### src/common/pmsd_pkg.sv
// Shared constants and SECDED coding functions for the protected peripheral memories
package pmsd_pkg;
    localparam int DATA32_W = 32;
    localparam int DATA64_W = 64;
    localparam int CHK32_W = 7;
    localparam int CHK64_W = 8;
    localparam int WORD32_W = DATA32_W + CHK32_W;
    localparam int WORD64_W = DATA64_W + CHK64_W;
    localparam int ADDR_W = 4;
    localparam int DEPTH = 16;
    localparam int CNT_W = 8;
    localparam int NMEM = 2;
    localparam int MEM32_IDX = 0;
    localparam int MEM64_IDX = 1;
    localparam int HAM_W = 7;
    localparam int MAXPOS32 = WORD32_W - 1;
    localparam int MAXPOS64 = WORD64_W - 1;
    localparam logic MEM32 = 1'b0;
    localparam logic MEM64 = 1'b1;
    localparam logic [CNT_W-1:0] CNT_MAX = 8'hff;
    localparam logic [CNT_W-1:0] CNT_RST = 8'h00;
    localparam logic [1:0] INJ_NONE = 2'h0;
    localparam logic [1:0] INJ_ONE = 2'h1;
    localparam logic [1:0] INJ_TWO = 2'h2;
    localparam logic [1:0] INJ_THREE = 2'h3;
    localparam logic [DATA64_W-1:0] INJ_MASK1 = 64'h0000_0000_0000_0001;
    localparam logic [DATA64_W-1:0] INJ_MASK2 = 64'h0000_0000_0000_0003;
    localparam logic [DATA64_W-1:0] INJ_MASK3 = 64'h0000_0000_0000_0007;

    // Hamming bits in [5:0] (32-bit) or [6:0] (64-bit) plus overall parity in bit 6 (32-bit) or bit 7 (64-bit)
    // Upper data bits must be zero for 32-bit words
    function automatic logic [CHK64_W-1:0] pmsd_check(input logic [DATA64_W-1:0] d, input int k);
        logic [CHK64_W-1:0] c;
        logic par;
        int idx;
        c = '0;
        idx = 0;
        for (int p = 1; p < WORD64_W; p++) begin
            if (((p & (p - 1)) != 0) && (idx < k)) begin
                for (int j = 0; j < HAM_W; j++) begin
                    if (p[j]) begin
                        c[j] = c[j] ^ d[idx];
                    end
                end
                idx++;
            end
        end
        par = (^d) ^ (^c[HAM_W-1:0]);
        if (k == DATA64_W) begin
            c[CHK64_W-1] = par;
        end else begin
            c[CHK32_W-1] = par;
        end
        return c;
    endfunction

    // Returns {double, single, data}; data is corrected only for a single error
    function automatic logic [DATA64_W+1:0] pmsd_decode(input logic [DATA64_W-1:0] d,
                                                        input logic [CHK64_W-1:0] chk, input int k);
        logic [CHK64_W-1:0] calc;
        logic [HAM_W-1:0] syn;
        logic [DATA64_W-1:0] fix;
        logic ovr;
        logic sgl;
        logic dbl;
        int idx;
        int maxpos;
        calc = pmsd_check(d, k);
        syn = chk[HAM_W-1:0] ^ calc[HAM_W-1:0];
        if (k != DATA64_W) begin
            syn[HAM_W-1] = 1'b0;
        end
        maxpos = (k == DATA64_W) ? MAXPOS64 : MAXPOS32;
        ovr = (^d) ^ (^chk);
        fix = d;
        sgl = 1'b0;
        dbl = 1'b0;
        if (ovr) begin
            if (int'(syn) > maxpos) begin
                dbl = 1'b1;
            end else begin
                sgl = 1'b1;
                idx = 0;
                for (int p = 1; p < WORD64_W; p++) begin
                    if (((p & (p - 1)) != 0) && (idx < k)) begin
                        if (p == int'(syn)) begin
                            fix[idx] = ~fix[idx];
                        end
                        idx++;
                    end
                end
            end
        end else if (syn != '0) begin
            dbl = 1'b1;
        end
        return {dbl, sgl, fix};
    endfunction
endpackage

### src/verilog/pmsd_top.sv
// SECDED protected peripheral memories (32-bit and 64-bit) with status, count and injection
`timescale 1ns/10ps
module pmsd_top
    import pmsd_pkg::*;
(
    input wire logic clk,
    input wire logic rst_b,
    input wire logic req,
    input wire logic we,
    input wire logic mem_sel,
    input wire logic from_dp,
    input wire logic [ADDR_W-1:0] addr,
    input wire logic [DATA64_W-1:0] wdata,
    input wire logic [NMEM-1:0] irq_en,
    input wire logic [1:0] inj_sel0,
    input wire logic [1:0] inj_sel1,
    input wire logic [NMEM-1:0] clr_sb,
    input wire logic [NMEM-1:0] clr_db,
    output logic rvalid,
    output logic [DATA64_W-1:0] rdata,
    output logic bus_err,
    output logic [NMEM-1:0] sts_sb,
    output logic [NMEM-1:0] sts_db,
    output logic [CNT_W-1:0] err_cnt0,
    output logic [CNT_W-1:0] err_cnt1,
    output logic [NMEM-1:0] irq
);
    logic rst_s1_q;
    logic rst_n_q;
    logic [DATA64_W-1:0] inj_mask;
    logic [DATA64_W-1:0] wd_inj;
    logic [CHK64_W-1:0] chk32;
    logic [CHK64_W-1:0] chk64;
    logic [WORD32_W-1:0] m32_rd;
    logic [WORD64_W-1:0] m64_rd;
    logic rd1_q;
    logic sel1_q;
    logic dp1_q;
    logic [DATA64_W-1:0] raw;
    logic [CHK64_W-1:0] raw_chk;
    logic [DATA64_W+1:0] dec;
    logic dec_sgl;
    logic dec_dbl;
    logic [NMEM-1:0] ev_s;
    logic [NMEM-1:0] ev_d;
    logic rvalid_q;
    logic bus_err_q;
    logic [DATA64_W-1:0] rdata_q;
    logic [NMEM-1:0] sb_q;
    logic [NMEM-1:0] db_q;
    logic [NMEM-1:0] irq_q;
    logic [CNT_W-1:0] cnt_q [NMEM];

    // Reset is asserted at once and released two clocks later
    always_ff @(posedge clk or negedge rst_b) begin
        if (!rst_b) begin
            rst_s1_q <= 1'b0;
            rst_n_q <= 1'b0;
        end else begin
            rst_s1_q <= 1'b1;
            rst_n_q <= rst_s1_q;
        end
    end

    always_comb begin
        unique case ((mem_sel == MEM64) ? inj_sel1 : inj_sel0)
            INJ_ONE: inj_mask = INJ_MASK1;
            INJ_TWO: inj_mask = INJ_MASK2;
            INJ_THREE: inj_mask = INJ_MASK3;
            INJ_NONE: inj_mask = '0;
        endcase
    end

    // Check bits come from clean data so the flipped bits appear as real errors
    assign wd_inj = wdata ^ inj_mask;
    assign chk32 = pmsd_check({32'h0000_0000, wdata[DATA32_W-1:0]}, DATA32_W);
    assign chk64 = pmsd_check(wdata, DATA64_W);

    pmsd_mem #(.W(WORD32_W)) u_mem32 (
        .clk(clk),
        .rst_n(rst_n_q),
        .we(req && we && (mem_sel == MEM32)),
        .re(req && !we && (mem_sel == MEM32)),
        .addr(addr),
        .wdata({chk32[CHK32_W-1:0], wd_inj[DATA32_W-1:0]}),
        .rdata(m32_rd)
    );

    pmsd_mem #(.W(WORD64_W)) u_mem64 (
        .clk(clk),
        .rst_n(rst_n_q),
        .we(req && we && (mem_sel == MEM64)),
        .re(req && !we && (mem_sel == MEM64)),
        .addr(addr),
        .wdata({chk64, wd_inj}),
        .rdata(m64_rd)
    );

    always_ff @(posedge clk or negedge rst_n_q) begin
        if (!rst_n_q) begin
            rd1_q <= 1'b0;
            sel1_q <= MEM32;
            dp1_q <= 1'b0;
        end else begin
            rd1_q <= req && !we;
            sel1_q <= mem_sel;
            dp1_q <= from_dp;
        end
    end

    assign raw = (sel1_q == MEM64) ? m64_rd[DATA64_W-1:0] : {32'h0000_0000, m32_rd[DATA32_W-1:0]};
    assign raw_chk = (sel1_q == MEM64) ? m64_rd[WORD64_W-1:DATA64_W] : {1'b0, m32_rd[WORD32_W-1:DATA32_W]};
    assign dec = pmsd_decode(raw, raw_chk, (sel1_q == MEM64) ? DATA64_W : DATA32_W);
    assign dec_sgl = rd1_q && dec[DATA64_W];
    assign dec_dbl = rd1_q && dec[DATA64_W+1];

    always_comb begin
        for (int m = 0; m < NMEM; m++) begin
            ev_s[m] = dec_sgl && (int'(sel1_q) == m);
            ev_d[m] = dec_dbl && (int'(sel1_q) == m);
        end
    end

    always_ff @(posedge clk or negedge rst_n_q) begin
        if (!rst_n_q) begin
            rvalid_q <= 1'b0;
            rdata_q <= '0;
            bus_err_q <= 1'b0;
        end else begin
            rvalid_q <= rd1_q;
            rdata_q <= dec_dbl ? raw : dec[DATA64_W-1:0];
            bus_err_q <= dec_dbl && !dp1_q;
        end
    end

    // Set wins over a clear in the same cycle so no event is lost
    always_ff @(posedge clk or negedge rst_n_q) begin
        if (!rst_n_q) begin
            sb_q <= '0;
            db_q <= '0;
        end else begin
            sb_q <= ev_s | (sb_q & ~clr_sb);
            db_q <= ev_d | (db_q & ~clr_db);
        end
    end

    always_ff @(posedge clk or negedge rst_n_q) begin
        if (!rst_n_q) begin
            for (int m = 0; m < NMEM; m++) begin
                cnt_q[m] <= CNT_RST;
            end
        end else begin
            for (int m = 0; m < NMEM; m++) begin
                if ((ev_s[m] || ev_d[m]) && (cnt_q[m] != CNT_MAX)) begin
                    cnt_q[m] <= cnt_q[m] + 1'b1;
                end
            end
        end
    end

    // Interrupt is a one-cycle pulse per uncorrectable read when irq_en is set for that memory or the read comes from the datapath
    always_ff @(posedge clk or negedge rst_n_q) begin
        if (!rst_n_q) begin
            irq_q <= '0;
        end else begin
            irq_q <= ev_d & (irq_en | {NMEM{dp1_q}});
        end
    end

    assign rvalid = rvalid_q;
    assign rdata = rdata_q;
    assign bus_err = bus_err_q;
    assign sts_sb = sb_q;
    assign sts_db = db_q;
    assign err_cnt0 = cnt_q[MEM32_IDX];
    assign err_cnt1 = cnt_q[MEM64_IDX];
    assign irq = irq_q;
endmodule

### src/verilog/pmsd_mem.sv
// Word store for one protected memory with a registered read port
`timescale 1ns/10ps
module pmsd_mem
    import pmsd_pkg::*;
#(
    parameter int W = WORD32_W
) (
    input wire logic clk,
    input wire logic rst_n,
    input wire logic we,
    input wire logic re,
    input wire logic [ADDR_W-1:0] addr,
    input wire logic [W-1:0] wdata,
    output logic [W-1:0] rdata
);
    logic [W-1:0] mem_q [DEPTH];
    logic [W-1:0] rdata_q;

    // No reset on the array: contents are undefined until written
    always_ff @(posedge clk) begin
        if (we) begin
            mem_q[addr] <= wdata;
        end
    end

    always_ff @(posedge clk or negedge rst_n) begin
        if (!rst_n) begin
            rdata_q <= '0;
        end else if (re) begin
            rdata_q <= mem_q[addr];
        end
    end

    assign rdata = rdata_q;
endmodule

### config.mk
export PLATFORM = sky130hd
export DESIGN_NAME = pmsd_top
export DESIGN_NICKNAME = d
export VERILOG_FILES = /design/src/common/pmsd_pkg.sv /design/src/verilog/pmsd_top.sv /design/src/verilog/pmsd_mem.sv
export SDC_FILE = /design/constraint.sdc
export NUM_CORES = 2
export LEC_CHECK = 0
export BUFFER_PORTS_ARGS = -buffer_cell sky130_fd_sc_hd__clkbuf_2
export CORE_MARGIN = 2
export CORE_UTILIZATION = 47
export CTS_BUF_LIST = sky130_fd_sc_hd__clkbuf_4 sky130_fd_sc_hd__clkbuf_8
export CTS_CLUSTER_DIAMETER = 150
export CTS_CLUSTER_SIZE = 40
export DETAILED_ROUTE_END_ITERATION = 8
export GPL_TIMING_DRIVEN = 0
export PLACE_DENSITY = 0.65
export SLEW_MARGIN = 20
export SYNTH_ARGS = -nofsm -noshare
export SYNTH_HDL_FRONTEND = slang
export SYNTH_SLANG_ARGS = --single-unit
### constraint.sdc
create_clock -name clk -period 8.7 [get_ports clk]
set_clock_uncertainty 0.05 [all_clocks]
set_input_delay 0.435 -clock clk [delete_from_list [all_inputs] [get_ports clk]]
set_output_delay 0.435 -clock clk [all_outputs]
set_load 0.05 [all_outputs]
==> impl_results.md <==
* Status: complete, no violations
* Worst slew margin at 0.236
* HP Class: in -> reg
* RD Place Congestion at 0.947
* WL final at roughly 220000 microns
* WS Path Type: reg -> reg
* Inserted Clock Buffers at 55
* Initial antenna violation count at 19
* Hold Fails Final Rpt at 0
* Cell count after synthesis at about 3600
* Post-DP Area at ~86000 sq um
* Synth Area per Inst at roughly 22 sq um
* First-iteration detailed-routing DRC count at 5280
* Crit path time final at between 6 and 7 ns
* DR WL/cell at approximately 34 microns
* Fill cells at roughly 13000
* Slew Viols, Final at 0
* Vias in the first global route at roughly 38000
* Total number of vias at 38300
* CTS Root Cell: clkbuf_8
* Post-DRT Antenna Nets at 0
* Required time worst endpoint at 9.42 ns
* Design Area, Final at between 80000 and 90000 sq um
* Final worst path period share at 0.718
* EDFF count, synth at 1776
* CTS HTree Levels at 2
* Detailed Routing Iterations Pass 1 at 6
* Top-count cell post-synth: edfxtp_1
* Die Wd at ~410 microns
* Clock share of power at 0.134
* CTS Hold Bufs at just over 40
* Final nets at 4111
* Clk buf depth at 3
* Unrepaired setup endpoints after global routing: no
* Ports at about 170
* Later-pin clock latency in the skew report at approximately 0.96 ns
* Fraction of layout instances using a drive strength above 1 at 0.306
* Post-Layout Cell Count at 6281
* Hold_ws at between 0.06 and 0.07 ns
* Syn nets at ~3700
* Final setup TNS at 0 ns
* Final setup fails at 0
* Number of synthesized register bits at a little under 2000
* Net Sw Frac at 0.400
* HP Start: wdata[2]
* Via-per-instance ratio at between 6 and 7
* Pwr Density at approximately 300 nW/um^2
* R2R cell count at 24
* Worst setup margin at 2.45 ns
* Maximum VDD drop at about 0.81 mV
* Clock Sink Count at around 2000
* Max-cap violations at 0
* DIE AREA at 172000 sq um
* Cts repair resizes at 0
* Detailed placer's ending HPWL at about 150000 microns
* Gr ovfl total at 0
* Reg power frac at 0.461
* Clk slew on worst S/H paths at roughly 0.23 ns
* Chip height at 414 microns
* Post-synth top cells: edfxtp_1 (1776), mux4_2 (555), xnor2_1 (251), dfrtp_1 (204), xor2_1 (116)
* Largest cells by area after synthesis: edfxtp_1 (67%), mux4_2 (16%), dfrtp_1 (6.5%), xnor2_1 (2.8%), mux2_2 (1.6%)
* Total global-route track usage at 0.250
* DRC at 0
* Syn Std Cell Area at 79100 sq um
* Share of the synthesized area in the top cell type at 0.674
* CP arrival at ~7 ns
* Register area share after synthesis at 0.739
* Worst setup SP type: register
* Multi-input combinational cell area at roughly 20000 sq um
* P&R area growth vs syn at 10.7%
* Ys async rst share at 0.103
* Synth area leader: edfxtp_1
* P_leak at ~28 nW
* Port bufs at approximately 170
* Pre-CTS setup slack at ~2.5 ns
* Hold path depth at 2
* Cell Rows at 150
* P_sw at around 10 mW
* Critical path startpoint: sel1_q$_DFF_PN0_
* Main synth FF type: edfxtp_1
* Crit. End Element: register
* Crit Path Max Fanout at 10
* First-pass GRT wire length at 300000 microns
* Slew at the pin closest to its max-slew limit at around 1.1 ns
* Setup Buffers After CTS at 0
* Pin count of the biggest net entering global routing at 60
* CTS tree: done
* Register Area at about 58000 sq um
* Distinct cells, synth at 65
* Internal at ~15 mW
* Inst Count DP at between 6000 and 7000
* Combinational share of power at 0.405
* Core Box Area at 167000 sq um
* F_max at approximately 160 MHz
* Yosys Warn Count at 0
* Initial Util at 0.473
* Worst reg2reg startpoint: sel1_q$_DFF_PN0_
-- worst max-delay path, stage by stage (launching register included) --
cell and delay (ns):
dfrtp_1 0.50, buf_2 0.21, inv_2 0.11, buf_6 0.18, clkbuf_1 0.78, mux2i_1 0.37, xnor3_1 0.38, xnor2_1 0.15
buf_2 0.19, nor2_1 0.42, nand3_1 0.16, xor2_1 0.18, nor2_1 0.10, ha_1 0.23, inv_1 0.05, nor3_1 0.04
a221oi_1 0.47, nor2_1 0.08, ha_1 0.30, nand2_1 0.07, o21ai_0 0.10, ha_1 0.29, a32o_1 0.16, a21oi_1 0.07
a21oi_1 0.49
-- state kept, by name, indices dropped and copies added, names as in the netlist, 2 cells and up --
signal	cells
irq	2
err_cnt1	8
u_mem64.rdata	72
u_mem32.rdata	39
sts_db	2
rdata	64
err_cnt0	8
u_mem64.mem_q	1152
sts_sb	2
u_mem32.mem_q	624
-- metrics by stage --
step                total power [mW]  utilization
finish                          25.7        0.524
global route                    26.4        0.524
CTS                             25.5        0.523
detailed placement              22.2        0.514
global placement                21.8        0.495
floorplan                       18.6            -
-- power by group through the flow --
stage	Sequential, mW	Combinational [mW]	Clock, mW
final	11.8	10.4	3.44
after global routing	11.9	10.8	3.76
after CTS	11.9	10.2	3.48
after detailed placement	12.1	10.1	0
after global placement	12.0	9.78	0
after floorplan	12.4	6.20	0
-- layout make-up --
class	count	area share
clock buffer	99	0.0124
timing repair buffer	383	0.0471
multi-input combinational	1417	0.232
antenna	10	0.000286
tap	2204	0.0315
inverter	14	0.000600
buffer	169	0.00820
clock inverter	5	0.000643
sequential	1980	0.667
-- per-layer routing --
layer  GRT usage  part of all wire
met5           0           0.00026
met4      0.0710             0.032
met3      0.0391             0.082
met2       0.413              0.49
met1       0.349              0.39
-- final timing paths --
| path | slack, ns | end |
|---|---|---|
| setup reg to reg | 2.45 | rdata[32]$_DFF_PN0_ |
| min in group asynchronous | 0.28 | rst_n_q$_DFF_PN0_ |
| max in group asynchronous | 7.22 | rdata[24]$_DFF_PN0_ |
| setup / recovery | 2.45 | rdata[32]$_DFF_PN0_ |
| hold reg to reg | 0.30 | err_cnt0[5]$_DFFE_PN0P_ |
| hold / removal | 0.06 | u_mem32.mem_q[5][2]$_DFFE_PP_ |
-- cells by family after synthesis --
kind of cell	Yosys count	synth area share
AO/OA/AOI/OAI	71	0.00669
XOR/XNOR	402	0.0501
adder cells (fa/ha/maj)	7	0.00111
buffers and inverters	183	0.00905
flip-flops	1980	0.739
multiplexers	716	0.180
other	1	0.0000474
AND/OR/NAND/NOR	220	0.0139
-- cells in the final DEF (no fill, tap or decap), types with 16 or more instances in the layout --
master / Yosys / routed
edfxtp_1: 1776 / 1776
mux4_2: 555 / 555
xnor2_1: 251 / 241
dfrtp_1: 204 / 203
clkbuf_2: 0 / 201
mux2_2: 112 / 112
xor2_1: 116 / 109
clkbuf_1: 111 / 91
buf_4: 1 / 60
clkbuf_8: 0 / 55
nor2_1: 71 / 47
mux2i_1: 46 / 46
buf_12: 0 / 46
clkbuf_4: 0 / 44
buf_16: 0 / 44
dlygate4sd3_1: 0 / 42
nand2_1: 35 / 35
nand3_1: 27 / 27
nor2_4: 1 / 25
buf_1: 47 / 23
xnor3_1: 22 / 22
buf_6: 2 / 22
a21oi_1: 20 / 20
buf_2: 8 / 19
xnor2_2: 7 / 17
o21ai_0: 16 / 16
No activity file was read; power rests on OpenSTA's default activity.
